`config.mk`:
```
export PLATFORM = sky130hd
export DESIGN_NAME = cmd_freq_source_select
export DESIGN_NICKNAME = d
export VERILOG_FILES = /design/src/shared/cmd_src_pkg.sv /design/src/rtl/cmd_freq_source_select.sv
export SDC_FILE = /design/constraint.sdc
export NUM_CORES = 1
export LEC_CHECK = 0
export ABC_AREA = 1
export BUFFER_PORTS_ARGS = -buffer_cell sky130_fd_sc_hd__buf_2
export CAP_MARGIN = 10
export CORE_MARGIN = 1.5
export CORE_UTILIZATION = 50
export CTS_BUF_LIST = sky130_fd_sc_hd__clkbuf_8
export CTS_CLUSTER_SIZE = 20
export DETAILED_ROUTE_END_ITERATION = 7
export HOLD_SLACK_MARGIN = 0.03
export PLACE_DENSITY_LB_ADDON = 0.25
export RECOVER_POWER = 100
export SKIP_CTS_REPAIR_TIMING = 1
export SKIP_LAST_GASP = 1
export SYNTH_ARGS = -nofsm -noshare
export SYNTH_HDL_FRONTEND = slang
export SYNTH_SLANG_ARGS = --single-unit
```
`constraint.sdc`:
```
create_clock -name clk_i -period 34.3 [get_ports clk_i]
set_input_delay 10.29 -clock clk_i [delete_from_list [all_inputs] [get_ports clk_i]]
set_output_delay 10.29 -clock clk_i [all_outputs]
set_load 0.02 [all_outputs]
```
`src/shared/cmd_src_pkg.sv`:
```
// package for the command and frequency source selection block
// assumes a classic wishbone slave with 32-bit data, 125 MHz clock
package cmd_src_pkg;

  // --------------------------------------------------------------
  // register byte offsets
  // --------------------------------------------------------------
  localparam logic [7:0] OFS_START_SRC = 8'h00;
  localparam logic [7:0] OFS_STOP_SRC = 8'h04;
  localparam logic [7:0] OFS_DIR_SET = 8'h08;
  localparam logic [7:0] OFS_MAIN_SRC = 8'h0c;
  localparam logic [7:0] OFS_SEC_SRC = 8'h10;
  localparam logic [7:0] OFS_RANGE_REF = 8'h14;
  localparam logic [7:0] OFS_RANGE_PCT = 8'h18;
  localparam logic [7:0] OFS_COMB_SEL = 8'h1c;
  localparam logic [7:0] OFS_PRESET_FREQ = 8'h20;
  localparam logic [7:0] OFS_MISC_CFG = 8'h24;
  localparam logic [7:0] OFS_SEC_INIT = 8'h28;
  localparam logic [7:0] OFS_MAX_FREQ = 8'h2c;
  localparam logic [7:0] OFS_SEC_MON = 8'h30;
  localparam logic [7:0] OFS_STATUS = 8'h34;
  localparam logic [7:0] OFS_TARGET = 8'h38;

  // --------------------------------------------------------------
  // reset values and codes
  // --------------------------------------------------------------
  localparam logic [15:0] RST_SRC_SEL = 16'h0004;
  localparam logic [15:0] RST_RANGE_PCT = 16'h0064;
  localparam logic [15:0] RST_ZERO = 16'h0000;
  localparam logic [15:0] PCT_FULL = 16'h0064;

  // command source codes
  localparam logic [15:0] CS_KEYPAD = 16'h0000;
  localparam logic [15:0] CS_TERM = 16'h0001;
  localparam logic [15:0] CS_KEY_TERM = 16'h0002;
  localparam logic [15:0] CS_MODBUS = 16'h0003;
  localparam logic [15:0] CS_ALL = 16'h0004;

  // frequency source codes
  localparam logic [15:0] FS_DIG_MEM = 16'h0000;
  localparam logic [15:0] FS_AIN1 = 16'h0001;
  localparam logic [15:0] FS_AIN2 = 16'h0002;
  localparam logic [15:0] FS_STAGE = 16'h0004;
  localparam logic [15:0] FS_DIG_NOMEM = 16'h0005;
  localparam logic [15:0] FS_PID = 16'h0009;
  localparam logic [15:0] FS_MODBUS = 16'h000a;
  localparam logic [15:0] FS_Y_PID = 16'h0005;

  // combination codes
  localparam logic [15:0] CB_X = 16'h0000;
  localparam logic [15:0] CB_XPY = 16'h0001;
  localparam logic [15:0] CB_X_OR_Y = 16'h0002;
  localparam logic [15:0] CB_X_OR_XPY = 16'h0003;
  localparam logic [15:0] CB_STAGE_AIN = 16'h0004;
  localparam logic [15:0] CB_XMY = 16'h0005;

  localparam logic [15:0] AUTO_CYCLE_IGN_DIR = 16'h0002;

  // misc config bit positions
  localparam int MISC_MEM_BIT = 0;
  localparam int MISC_SEC_POL_BIT = 1;
  localparam int MISC_POT_Y_BIT = 2;

  // --------------------------------------------------------------
  // carriers
  // --------------------------------------------------------------
  typedef struct packed {
    logic cyc;
    logic stb;
    logic we;
    logic [3:0] sel;
    logic [7:0] adr;
    logic [31:0] dat;
  } wb_req_t;

  typedef struct packed {
    logic start;
    logic stop;
  } cmd_pair_t;

  typedef struct packed {
    logic [15:0] stage;
    logic [15:0] ain1;
    logic [15:0] ain2;
    logic [15:0] pid;
    logic [15:0] modbus;
  } freq_in_t;

endpackage

```
`src/rtl/cmd_freq_source_select.sv`:
```
// command and frequency source selection for a motor drive
// assumes keypad and modbus commands arrive as one-cycle pulses
// from same-clock logic; terminal pins are resynchronised here
//
// Behaviour
// [RULE1] start taken from selected start source
// [RULE2] stop taken from separate stop source
// [RULE3] codes 2 and 4 accept keypad plus terminal
// [RULE4] both codes 3 means modbus only
// [RULE5] direction is setting xor mode direction
// [RULE6] auto cycle 2 ignores direction setting
// [RULE7] directionless mode uses setting alone
// [RULE8] main source x chosen by code
// [RULE9] mode 0 keeps running frequency after stop
// [RULE10] stored target kept only with memory set
// [RULE11] mode 5 returns to preset after stop
// [RULE12] mode 9 runs from pid output
// [RULE13] secondary source y chosen by code
// [RULE14] y digital loads initial value, alone unsigned
// [RULE15] modes 1,3 use initial polarity, monitored
// [RULE16] analog y scaled by range percentage; code instead caps y at that percentage of x or max_freq
// [RULE17] pot y allows only x 4 or 10
// [RULE18] same source for x and y: x only
// [RULE19] combination 0 x, 1 x+y, 5 x-y
// [RULE20] mode 2 switches x/y, 3 x/x+y
// [RULE21] mode 4 stage speed beats analog
// [RULE22] combined uses general ramps, stage own
// [RULE23] terminal scheme nonzero voids source settings
// [RULE24] combined result clamped to zero..max
`timescale 1ns/1ps
module cmd_freq_source_select
  import cmd_src_pkg::*;
#(
  parameter int FW = 16
) (
  // clock, reset, enable
  input wire logic clk_i,
  input wire logic rst_i,
  input wire logic ce_i,
  // wishbone slave
  input wire wb_req_t wb_i,
  output logic [31:0] wb_dat_o,
  output logic wb_ack_o,
  // command pulses from same-clock logic
  input wire cmd_pair_t keypad_cmd_i,
  input wire cmd_pair_t modbus_cmd_i,
  // raw terminal pins
  input wire logic term_start_i,
  input wire logic term_stop_i,
  input wire logic src_switch_i,
  input wire logic updown_up_i,
  input wire logic updown_dn_i,
  // mode context
  input wire logic mode_dir_i,
  input wire logic mode_has_dir_i,
  input wire logic stage_active_i,
  input wire logic [15:0] auto_cycle_select_i,
  input wire logic [15:0] terminal_run_scheme_i,
  input wire logic power_up_i,
  input wire logic [FW-1:0] run_freq_i,
  input wire freq_in_t freq_i,
  // results
  output logic run_o,
  output logic dir_o,
  output logic [FW-1:0] target_o,
  output logic use_general_ramp_o,
  output logic cfg_error_o
);

  // ------------------------------------------------------------
  // state
  // ------------------------------------------------------------
  typedef struct packed {
    logic [15:0] start_source_sel;
    logic [15:0] stop_source_sel;
    logic dir_set;
    logic [15:0] main_freq_source_sel;
    logic [15:0] secondary_freq_source_sel;
    logic range_ref;
    logic [15:0] range_pct;
    logic [15:0] comb_sel;
    logic [15:0] preset_target_frequency;
    logic [2:0] misc;
    logic [15:0] secondary_initial_value;
    logic [15:0] max_freq;
    logic [1:0] ts_m;     // first stage, read only by second
    logic [1:0] ts;       // terminal start/stop synced
    logic [2:0] sw_m;     // switch, up, down first stage
    logic [2:0] sw;
    logic [2:0] sw_p;     // previous for edges
    logic [FW-1:0] dig;   // digital target
    logic [FW-1:0] y_dig; // secondary digital value
    logic y_pol;
    logic run;
    logic dir;
    logic [FW-1:0] target;
    logic gen_ramp;
    logic err;
    logic [31:0] dat;
    logic ack;
  } state_t;

  state_t s_q, s_d;

  // ------------------------------------------------------------
  // helpers
  // ------------------------------------------------------------
  // percentage of a reference, result is frequency width
  function automatic logic [FW-1:0] pct_of(input logic [FW-1:0] ref_v,
                                           input logic [15:0] pct);
    logic [FW+15:0] prod;
    prod = ref_v * pct;
    return FW'(prod / PCT_FULL);
  endfunction

  // selects a raw source by frequency code
  function automatic logic [FW-1:0] src_val(input logic [15:0] code,
                                            input logic [FW-1:0] dig_v,
                                            input freq_in_t f);
    logic [FW-1:0] v;
    v = '0;
    unique case (code)
      FS_DIG_MEM, FS_DIG_NOMEM: v = dig_v;
      FS_AIN1: v = FW'(f.ain1);
      FS_AIN2: v = FW'(f.ain2);
      FS_STAGE: v = FW'(f.stage);
      FS_PID: v = FW'(f.pid);
      FS_MODBUS: v = FW'(f.modbus);
      default: v = '0;
    endcase
    return v;
  endfunction

  // command source accepts keypad / terminal / modbus
  function automatic logic [2:0] src_mask(input logic [15:0] code);
    logic [2:0] m;
    m = 3'h0;
    unique case (code)
      CS_KEYPAD: m = 3'h1;
      CS_TERM: m = 3'h2;
      CS_KEY_TERM: m = 3'h3;
      CS_MODBUS: m = 3'h4;
      CS_ALL: m = 3'h7;
      default: m = 3'h0;
    endcase
    return m;
  endfunction

  // ------------------------------------------------------------
  // next-state logic
  // ------------------------------------------------------------
  always_comb begin
    logic [2:0] smask;
    logic [2:0] pmask;
    logic start_ev;
    logic stop_ev;
    logic scheme_on;
    logic [FW-1:0] x;
    logic [FW-1:0] y;
    logic [FW-1:0] yraw;
    logic [FW+1:0] sum;
    logic y_same;
    logic y_analog;
    logic [15:0] ysrc;
    logic [FW-1:0] tgt;
    logic comb;
    logic up_ev;
    logic dn_ev;
    logic wr;
    s_d = s_q;
    smask = src_mask(s_q.start_source_sel);
    pmask = src_mask(s_q.stop_source_sel);
    scheme_on = (terminal_run_scheme_i != RST_ZERO);
    // [RULE23] scheme overrides
    if (scheme_on) begin
      smask = 3'h2;
      pmask = 3'h2;
    end
    // [RULE1] [RULE3] start gating
    start_ev = (smask[0] & keypad_cmd_i.start) | (smask[1] & s_q.ts[1])
             | (smask[2] & modbus_cmd_i.start);
    // [RULE2] [RULE4] stop gating
    stop_ev = (pmask[0] & keypad_cmd_i.stop) | (pmask[1] & s_q.ts[0])
            | (pmask[2] & modbus_cmd_i.stop);
    up_ev = s_q.sw[1] & ~s_q.sw_p[1];
    dn_ev = s_q.sw[2] & ~s_q.sw_p[2];

    // synchronisers and edge history
    s_d.ts_m = {term_start_i, term_stop_i};
    s_d.ts = s_q.ts_m;
    s_d.sw_m = {updown_dn_i, updown_up_i, src_switch_i};
    s_d.sw = s_q.sw_m;
    s_d.sw_p = s_q.sw;

    // run flag, stop wins
    if (stop_ev) begin
      s_d.run = 1'b0;
    end else if (start_ev) begin
      s_d.run = 1'b1;
    end

    // direction
    if (scheme_on) begin
      // terminal scheme supplies direction itself
      s_d.dir = mode_dir_i;
    end else if (auto_cycle_select_i == AUTO_CYCLE_IGN_DIR) begin
      // [RULE6] setting ignored
      s_d.dir = mode_dir_i;
    end else if (!mode_has_dir_i) begin
      // [RULE7] setting alone
      s_d.dir = s_q.dir_set;
    end else begin
      // [RULE5] xor of both
      s_d.dir = s_q.dir_set ^ mode_dir_i;
    end

    // [RULE9] up/down stepping of the digital target
    if (up_ev && s_q.dig != s_q.max_freq) begin
      s_d.dig = s_q.dig + FW'(1);
    end else if (dn_ev && s_q.dig != '0) begin
      s_d.dig = s_q.dig - FW'(1);
    end
    if (s_q.run && stop_ev) begin
      if (s_q.main_freq_source_sel == FS_DIG_NOMEM) begin
        // [RULE11] back to preset
        s_d.dig = FW'(s_q.preset_target_frequency);
      end else begin
        // [RULE9] keep last running frequency
        s_d.dig = run_freq_i;
      end
    end
    // [RULE10] power loss memory
    if (power_up_i && !s_q.misc[MISC_MEM_BIT]) begin
      s_d.dig = FW'(s_q.preset_target_frequency);
    end

    // [RULE8] [RULE12] main source x
    x = src_val(s_q.main_freq_source_sel, s_q.dig, freq_i);
    // [RULE13] [RULE14] secondary source y
    ysrc = s_q.secondary_freq_source_sel;
    y_analog = (ysrc == FS_AIN1) || (ysrc == FS_AIN2);
    yraw = (ysrc == FS_Y_PID) ? FW'(freq_i.pid)
         : src_val(ysrc, s_q.y_dig, freq_i);
    // [RULE16] range scaling
    if (y_analog) begin
      y = pct_of(s_q.range_ref ? x : s_q.max_freq,
                 (s_q.range_pct > PCT_FULL) ? PCT_FULL : s_q.range_pct);
      // range is a ceiling on the analog value, not a gain
      y = (yraw > y) ? y : yraw;
    end else begin
      y = yraw;
    end
    // [RULE18] shared channel, x only
    y_same = (ysrc == s_q.main_freq_source_sel) && (ysrc != FS_Y_PID);
    // [RULE17] pot y needs x stage or modbus
    s_d.err = y_same
      | (s_q.misc[MISC_POT_Y_BIT] && s_q.main_freq_source_sel != FS_STAGE
         && s_q.main_freq_source_sel != FS_MODBUS);

    // [RULE15] digital y value and polarity from initial settings
    if (ysrc == FS_DIG_MEM) begin
      s_d.y_dig = FW'(s_q.secondary_initial_value);
      s_d.y_pol = s_q.misc[MISC_SEC_POL_BIT];
    end

    // [RULE19] [RULE20] [RULE21] [RULE24] combination
    comb = 1'b1;
    sum = {2'b00, x};
    unique case (s_q.comb_sel)
      CB_X: begin
        sum = {2'b00, x};
        comb = 1'b0;
      end
      CB_XPY: begin
        sum = (ysrc == FS_DIG_MEM && s_q.y_pol) ? {2'b00, x} - {2'b00, y}
            : {2'b00, x} + {2'b00, y};
      end
      CB_X_OR_Y: begin
        // [RULE14] y alone ignores polarity
        sum = s_q.sw[0] ? {2'b00, y} : {2'b00, x};
      end
      CB_X_OR_XPY: begin
        sum = !s_q.sw[0] ? {2'b00, x}
            : (ysrc == FS_DIG_MEM && s_q.y_pol) ? {2'b00, x} - {2'b00, y}
            : {2'b00, x} + {2'b00, y};
      end
      CB_STAGE_AIN: begin
        // [RULE22] stage speed in force keeps own ramps
        comb = ~stage_active_i;
        sum = stage_active_i ? {2'b00, x} : {2'b00, y};
      end
      CB_XMY: begin
        sum = {2'b00, x} - {2'b00, y};
      end
      default: begin
        sum = {2'b00, x};
        comb = 1'b0;
      end
    endcase
    if (y_same) begin
      sum = {2'b00, x};
    end
    // [RULE24] clamp to range
    if (sum[FW+1]) begin
      tgt = '0;
    end else if (sum[FW:0] > {1'b0, s_q.max_freq}) begin
      tgt = s_q.max_freq;
    end else begin
      tgt = sum[FW-1:0];
    end
    s_d.target = tgt;
    // [RULE22] ramp choice
    s_d.gen_ramp = comb | (s_q.main_freq_source_sel != FS_STAGE);

    // wishbone, ack one cycle
    wr = wb_i.cyc && wb_i.stb && wb_i.we && !s_q.ack;
    s_d.ack = wb_i.cyc && wb_i.stb && !s_q.ack;
    s_d.dat = 32'h0;
    if (wr && wb_i.sel[0] && wb_i.sel[1]) begin
      unique case (wb_i.adr)
        OFS_START_SRC: s_d.start_source_sel = wb_i.dat[15:0];
        OFS_STOP_SRC: s_d.stop_source_sel = wb_i.dat[15:0];
        OFS_DIR_SET: s_d.dir_set = wb_i.dat[0];
        OFS_MAIN_SRC: s_d.main_freq_source_sel = wb_i.dat[15:0];
        OFS_SEC_SRC: s_d.secondary_freq_source_sel = wb_i.dat[15:0];
        OFS_RANGE_REF: s_d.range_ref = wb_i.dat[0];
        OFS_RANGE_PCT: s_d.range_pct = wb_i.dat[15:0];
        OFS_COMB_SEL: s_d.comb_sel = wb_i.dat[15:0];
        OFS_PRESET_FREQ: s_d.preset_target_frequency = wb_i.dat[15:0];
        OFS_MISC_CFG: s_d.misc = wb_i.dat[2:0];
        OFS_SEC_INIT: s_d.secondary_initial_value = wb_i.dat[15:0];
        OFS_MAX_FREQ: s_d.max_freq = FW'(wb_i.dat[15:0]);
        default: s_d.ack = s_d.ack;
      endcase
    end
    unique case (wb_i.adr)
      OFS_START_SRC: s_d.dat = {16'h0, s_q.start_source_sel};
      OFS_STOP_SRC: s_d.dat = {16'h0, s_q.stop_source_sel};
      OFS_DIR_SET: s_d.dat = {31'h0, s_q.dir_set};
      OFS_MAIN_SRC: s_d.dat = {16'h0, s_q.main_freq_source_sel};
      OFS_SEC_SRC: s_d.dat = {16'h0, s_q.secondary_freq_source_sel};
      OFS_RANGE_REF: s_d.dat = {31'h0, s_q.range_ref};
      OFS_RANGE_PCT: s_d.dat = {16'h0, s_q.range_pct};
      OFS_COMB_SEL: s_d.dat = {16'h0, s_q.comb_sel};
      OFS_PRESET_FREQ: s_d.dat = {16'h0, s_q.preset_target_frequency};
      OFS_MISC_CFG: s_d.dat = {29'h0, s_q.misc};
      OFS_SEC_INIT: s_d.dat = {16'h0, s_q.secondary_initial_value};
      OFS_MAX_FREQ: s_d.dat = 32'(s_q.max_freq);
      // [RULE15] value and polarity monitor
      OFS_SEC_MON: s_d.dat = {s_q.y_pol, 15'h0, 16'(s_q.y_dig)};
      OFS_STATUS: s_d.dat = {28'h0, s_q.err, s_q.gen_ramp, s_q.dir, s_q.run};
      OFS_TARGET: s_d.dat = 32'(s_q.target);
      default: s_d.dat = 32'h0;
    endcase
  end

  // ------------------------------------------------------------
  // state register
  // ------------------------------------------------------------
  always_ff @(posedge clk_i) begin
    if (rst_i) begin
      s_q <= '0;
      s_q.start_source_sel <= RST_SRC_SEL;
      s_q.stop_source_sel <= RST_SRC_SEL;
      s_q.range_pct <= RST_RANGE_PCT;
      s_q.max_freq <= '1;
    end else if (ce_i) begin
      s_q <= s_d;
    end
  end

  assign wb_dat_o = s_q.dat;
  assign wb_ack_o = s_q.ack;
  assign run_o = s_q.run;
  assign dir_o = s_q.dir;
  assign target_o = s_q.target;
  assign use_general_ramp_o = s_q.gen_ramp;
  assign cfg_error_o = s_q.err;
endmodule

```
# After elaboration in Yosys (flattened, before gate mapping)
# Cells that the tools add are included.
[op_classes]
add_sub_neg = 4
n_mul = 1
div = 1
magnitude_cmp = 3
eq_ne = 45
n_mux = 31
bitwise = 18
reduce_logical = 44
[op_table]
columns = ["cell", "n"]
rows = [
  ["$pmux 32 s15", 1],
  ["$mux 16", 14],
  ["$pmux 16 s6", 2],
  ["$eq 16x2->1 const B", 9],
  ["$eq 16x3->1 const B", 8],
  ["$pmux 18 s5", 1],
  ["$eq 16x1->1 const B", 5],
  ["$eq 16x4->1 const B", 4],
  ["$logic_not 16->1", 4],
  ["$eq 8x6->1 const B", 7],
  ["$mux 18", 3],
  ["$reduce_and 3->1", 12],
  ["$div 32x7->32 const B", 1],
  ["$eq 8x5->1 const B", 4],
  ["$mul 16x16->32", 1],
  ["$ne 16x3->1 const B", 2],
  ["$reduce_bool 16->1", 2],
  ["$pmux 3 s5", 2],
  ["$add 16x16->17", 1],
  ["$gt 17x16->1", 1],
  ["$sub 16x16->17", 1],
  ["$add 16x1->16 const B", 1],
  ["$eq 16x16->1", 1],
  ["$eq 8x4->1 const B", 2],
  ["other kinds (22)", 58],
]
[totals]
reg_bits = 248
inputBits = 191
out_inout_bits = 53
wordCells = 174

# Logic depth before layout (Yosys ltp)
[logic_depth]
depth_word = 17
mapped_depth = 225
ltp_nobuf = 222

# Worst setup path after synthesis
# OpenSTA, ideal clock, no wires.
[synth_timing]
kind = "input to register"
from = "input freq_i[27] (netlist bit)"
to = "register s_q (netlist bit target_o[11])"
setup_time_ps = 132
arrival_ps = 30278
t_required_ps = 34168
setup_slack_ps = 3890
cell_stages = 168
path_buffers = 3
cell_sequence = "inv_1 > o22ai_1 > a221oi_1 > nand2_1 > inv_1 > nand2_1 > o21ai_0 > inv_1 > nand2_1 > fa_1 > inv_1 > fa_1 > inv_1 > fa_1 > inv_1 > fa_1 > fa_1 > inv_1 > [132 not listed] > inv_1 > nor2_1 > o21ai_0 > inv_1 > nor2_1 > nor3_1 > o41ai_1 > nand2_1 > ha_1 > nand2_1 > o21ai_0 > a21oi_1 > a31o_2 > o31ai_1 > dlygate4sd3_1 > a21oi_1 > o31ai_1 > a21oi_1"
[synth_via]
elab_chain_len = 15
elab_cells_between_ends = 20
classes_between = "2 x add/sub; 1 x mul; 1 x div; 2 x order compare; 14 x mux"
[synth_lines]
columns = ["element", "line_no", "source"]
rows = [
  ["start, declared", "cmd_freq_source_select.sv:61", "input wire freq_in_t freq_i,"],
  ["$pmux 16 s6", "cmd_freq_source_select.sv:122", "unique case (code)"],
  ["$mux 16", "cmd_freq_source_select.sv:246", "y = pct_of(s_q.range_ref ? x : s_q.max_freq,"],
  ["$mul 16x16->32", "cmd_freq_source_select.sv:112", "prod = ref_v * pct;"],
  ["$div 32x7->32", "cmd_freq_source_select.sv:113", "return FW'(prod / PCT_FULL);"],
  ["$gt 16x16->1", "cmd_freq_source_select.sv:249", "y = (yraw > y) ? y : yraw;"],
  ["$mux 16", "cmd_freq_source_select.sv:249", ""],
  ["$mux 16", "cmd_freq_source_select.sv:245", "if (y_analog) begin"],
  ["$add 16x16->17 or $sub 16x16->17 (tied branches)", "-", ""],
  ["$mux 18", "cmd_freq_source_select.sv:275, cmd_freq_source_select.sv:284", ""],
  ["$mux 18", "cmd_freq_source_select.sv:283", "sum = !s_q.sw[0] ? {2'b00, x}"],
  ["$pmux 18 s5", "cmd_freq_source_select.sv:269", "unique case (s_q.comb_sel)"],
  ["$mux 18 (*)", "cmd_freq_source_select.sv:300", "if (y_same) begin"],
  ["$gt 17x16->1", "cmd_freq_source_select.sv:306", "end else if (sum[FW:0] > {1'b0, s_q.max_freq}) begin"],
  ["$mux 16", "cmd_freq_source_select.sv:306", ""],
  ["$mux 16 (*)", "cmd_freq_source_select.sv:304", "if (sum[FW+1]) begin"],
  ["end, declared", "cmd_freq_source_select.sv:103", "state_t s_q, s_d;"],
]
# Every way passes the cells marked *; elsewhere a longest branch is shown, timed or not.
# A chain may end at the register's enable or synchronous reset.

# Final worst setup path
[layout_timing]
from = "input freq_i[74] (netlist bit)"
to = "register s_q (netlist bit target_o[13])"
# Same word-level chain as after synthesis.

==> results.py <==
metrics = {
    "outcome": {
        "outcome": "finished, violations left",
        "failed_checks": "capacitance limit, slew limit",
    },
    "route": {
        "drt-initial-drc-count": 2735,
        "via_per_inst": 5.54,
        "wl_mm": 95.0,
        "drt_pre_antenna_iters": 7,
        "routed_wire_length_per_instance_um": 18.0,
        "drc": 0,
        "via_count": 29200,
        "ant_nets": 0,
    },
    "worst_setup_path": {
        "reg2reg_depth": 166,
        "critical-path-max-stage-delay_ps": 580,
        "critical_path.max_fanout": 8,
        "critPathLaunchType": "input pin",
        "crit-reg2reg-capture": "target_o[13]",
        "worst_setup_path_end_kind": "flip-flop",
        "setup.reg_to_reg.worst_slack_ps": 8980,
        "r2r_start": "s_q[204]",
        "timing.critical_path.required_ps": 34720,
        "timing.critical_path.mode_cell": "sky130_fd_sc_hd__nand2_2",
        "crit_arrival_ps": 32840,
        "critical-path-slowest-cell": "sky130_fd_sc_hd__fa_1",
        "worst-setup-path-type": "in -> reg",
    },
    "grt": {
        "initial_antenna_violation_count": 7,
        "grt_first_pass_wirelength_mm": 147,
        "globalRouteMet1Util_pct": 41.0,
        "globalRouteTotalUtil_pct": 31.5,
        "first_global_vias": 26800,
        "grt.overflow.total": 0,
        "gr-max-usage-layer": "met2",
        "global_route.usage.met3_pct": 4.73,
        "pin_count_of_the_biggest_net_entering_global_routing": 184,
        "grt_util_met2_pct": 51.4,
    },
    "sta": {
        "achievable-frequency_ghz": 0.0308,
        "finalCritPeriodShare_pct": 94.5,
        "drv_slew": 273,
        "timing.final.crit_period_ps": 32430,
        "final_hold_viol_count": 0,
        "timing_worst_slew_pin_value_ps": 5750,
        "slew_headroom_pct": -283,
        "finalSetupViolations": 0,
        "finClkSkew_ps": 21.6,
    },
    "worst_hold_path": {
        "min_path_cells": 2,
        "hold_path.startpoint": "s_q[96]",
        "timing.hold.worst_endpoint": "s_q[96]",
        "holdCritPathClass": "reg -> reg",
    },
    "clocking": {
        "cts_tree": "done",
        "clock-root-buffer": "sky130_fd_sc_hd__clkbuf_8",
        "cts_inserted_buffers": 37,
        "clk_transition_reported_paths_ps": 70,
        "clock_latency_ps": 560,
        "cts_buffer_depth": 3,
        "htree_num_levels": 2,
        "cts_num_sinks": 232,
    },
    "logic_synthesis": {
        "seq_area_frac_synth_pct": 16.3,
        "synth_enable_flop_cells": 0,
        "synthesis.area_per_instance_sq_um": 6.76,
        "synthCells": 4223,
        "warnings_synthesis": 0,
        "syn_area_sq_um": 28600,
        "ys_seq_elements": 232,
        "synthArstFlopShare_pct": 0,
        "synth.lib_cells_used.distinct": 72,
        "synth_ff_type": "sky130_fd_sc_hd__dfxtp_1",
    },
    "cells_and_area": {
        "fin_nets": 5062,
        "post_route_cells_drive_above_1_share_pct": 13.5,
        "postLayoutCoreUtil_pct": 55.8,
        "area.growth.synth_to_final_pct": 10.2,
        "stdcell_area_sq_um": 31500,
    },
    "placed_design": {
        "dpl_cell_area_sq_um": 30500,
        "port_buffers": 210,
        "routabilityCongestion": 1.04,
        "half_perimeter_wire_length_of_the_detailed_placement_result_mm": 75.8,
    },
    "die": {
        "core_area_sq_um": 56400,
        "fp.dieArea_sq_um": 58600,
        "chipWidth_um": 242,
        "std_cell_rows": 87,
        "design.portCount": 244,
        "start_util_pct": 50.7,
        "die_h_um": 242,
    },
    "run": {
        "maxCapViolCount": 3,
    },
}
-- placed cells by master (no fill, tap or decap), types with 40 or more instances in the layout --
cell                         n
sky130_fd_sc_hd__inv_1     751
sky130_fd_sc_hd__nand2_1   742
sky130_fd_sc_hd__nor2_1    406
sky130_fd_sc_hd__o21ai_0   264
sky130_fd_sc_hd__a21oi_1   260
sky130_fd_sc_hd__dfxtp_1   232
sky130_fd_sc_hd__fa_1      196
sky130_fd_sc_hd__ha_1      180
sky130_fd_sc_hd__buf_2     171
sky130_fd_sc_hd__conb_1    159
sky130_fd_sc_hd__nand3_1   149
sky130_fd_sc_hd__nand2_2   121
sky130_fd_sc_hd__nand4_1    69
sky130_fd_sc_hd__o22ai_1    57
sky130_fd_sc_hd__xor2_1     51
sky130_fd_sc_hd__o211ai_1   51
sky130_fd_sc_hd__a221oi_1   45
sky130_fd_sc_hd__clkbuf_8   44
sky130_fd_sc_hd__inv_2      40
sky130_fd_sc_hd__clkbuf_1   40
-- cells by family (layout without fill, tap and decap cells) --
group	Yosys count	count (layout)	share of synthesized area, %
xor+xnor	67	67	2.05
other cells	2	161	0.0263
flops	232	232	16.3
mux	1	1	0.0350
simple gates	1697	1697	28.0
fa+ha+maj	379	379	21.8
compound gates	868	868	18.1
buf+inv	977	1112	13.7
-- per-layer routing --
layer / routed length [um] / vias to the layer above
li1: - / 14000
met1: 38900 / 13600
met4: 5270 / 10
met5: 63 / -
met3: 8280 / 277
met2: 42500 / 1268
-- final cells by class --
cell class,count,area (sq um)
Fill cell,5821,24900
Multi-Input combinational cell,3171,20800
Sequential cell,232,4640
Inverter,801,3020
Timing Repair Buffer,249,1320
Tap cell,756,946
Clock buffer,44,606
Clock inverter,18,105
Antenna cell,2,5.00
-- critical path: cells and delay by family --
| kind | cells | cell delay (ps) |
|---|---|---|
| buf+inv | 20 | 1820 |
| fa+ha+maj | 11 | 4680 |
| simple gates | 100 | 11110 |
| compound gates | 25 | 4570 |
| xor+xnor | 2 | 250 |
-- how the worst max path moves through the flow --
stage / from / end / slack [ps] / cells past startpoint
after floorplan: freq_i[27] / target_o[11] / 3890 / 168
after global placement: freq_i[28] / target_o[6] / 700 / 161
after detailed placement: freq_i[45] / target_o[6] / 460 / 163
after CTS: freq_i[28] / target_o[6] / 960 / 163
after global routing: freq_i[76] / target_o[13] / -10 / 174
final: freq_i[74] / target_o[13] / 1870 / 158
-- metrics by stage --
step,setup TNS [ps],hold slack (ps),setup WS [ps],cells
finish,0,453,1870,5273
global route,-21.3,471,-14.2,5272
CTS,0,456,960,5264
detailed placement,0,448,460,5202
global placement,0,441,704,5202
floorplan,0,428,3890,4380
-- state kept, by name, summed over array words and instances, names as in the netlist --
name,flops
wb_ack_o,1
run_o,1
use_general_ramp_o,1
s_d,8
s_q,186
cfg_error_o,1
wb_dat_o,17
target_o,16
dir_o,1
-- synth_stat cells (7+ instances only) --
| cell | instances | area (sq um) |
|---|---|---|
| sky130_fd_sc_hd__a211oi_1 | 7 | 52.6 |
| sky130_fd_sc_hd__a21o_1 | 7 | 52.6 |
| sky130_fd_sc_hd__a21oi_1 | 263 | 1320 |
| sky130_fd_sc_hd__a221oi_1 | 48 | 420 |
| sky130_fd_sc_hd__a22oi_1 | 21 | 158 |
| sky130_fd_sc_hd__a31oi_1 | 9 | 56.3 |
| sky130_fd_sc_hd__buf_1 | 9 | 33.8 |
| sky130_fd_sc_hd__buf_4 | 49 | 368 |
| sky130_fd_sc_hd__clkbuf_1 | 110 | 413 |
| sky130_fd_sc_hd__clkinv_1 | 16 | 60.1 |
| sky130_fd_sc_hd__dfxtp_1 | 232 | 4640 |
| sky130_fd_sc_hd__fa_1 | 197 | 3940 |
| sky130_fd_sc_hd__ha_1 | 182 | 2280 |
| sky130_fd_sc_hd__inv_1 | 745 | 2800 |
| sky130_fd_sc_hd__inv_2 | 37 | 139 |
| sky130_fd_sc_hd__nand2_1 | 744 | 2790 |
| sky130_fd_sc_hd__nand2_2 | 120 | 751 |
| sky130_fd_sc_hd__nand2_4 | 34 | 383 |
| sky130_fd_sc_hd__nand3_1 | 149 | 746 |
| sky130_fd_sc_hd__nand3_2 | 25 | 250 |
| sky130_fd_sc_hd__nand3_4 | 7 | 123 |
| sky130_fd_sc_hd__nand4_1 | 69 | 432 |
| sky130_fd_sc_hd__nand4_2 | 9 | 113 |
| sky130_fd_sc_hd__nor2_1 | 410 | 1540 |
| sky130_fd_sc_hd__nor2_2 | 21 | 131 |
| sky130_fd_sc_hd__nor2_4 | 13 | 146 |
| sky130_fd_sc_hd__nor3_1 | 33 | 165 |
| sky130_fd_sc_hd__nor4_1 | 30 | 188 |
| sky130_fd_sc_hd__o2111ai_1 | 17 | 149 |
| sky130_fd_sc_hd__o211ai_1 | 51 | 383 |
| sky130_fd_sc_hd__o21a_1 | 7 | 52.6 |
| sky130_fd_sc_hd__o21ai_0 | 279 | 1400 |
| sky130_fd_sc_hd__o21ai_1 | 22 | 110 |
| sky130_fd_sc_hd__o21bai_1 | 9 | 67.6 |
| sky130_fd_sc_hd__o221ai_1 | 13 | 114 |
| sky130_fd_sc_hd__o22ai_1 | 58 | 363 |
| sky130_fd_sc_hd__o31ai_1 | 19 | 143 |
| sky130_fd_sc_hd__or2_2 | 21 | 131 |
| sky130_fd_sc_hd__xnor2_1 | 14 | 123 |
| sky130_fd_sc_hd__xor2_1 | 53 | 464 |
Power is not shown: default switching activity piles up to over one toggle a cycle in this logic, so the estimate is an artifact.
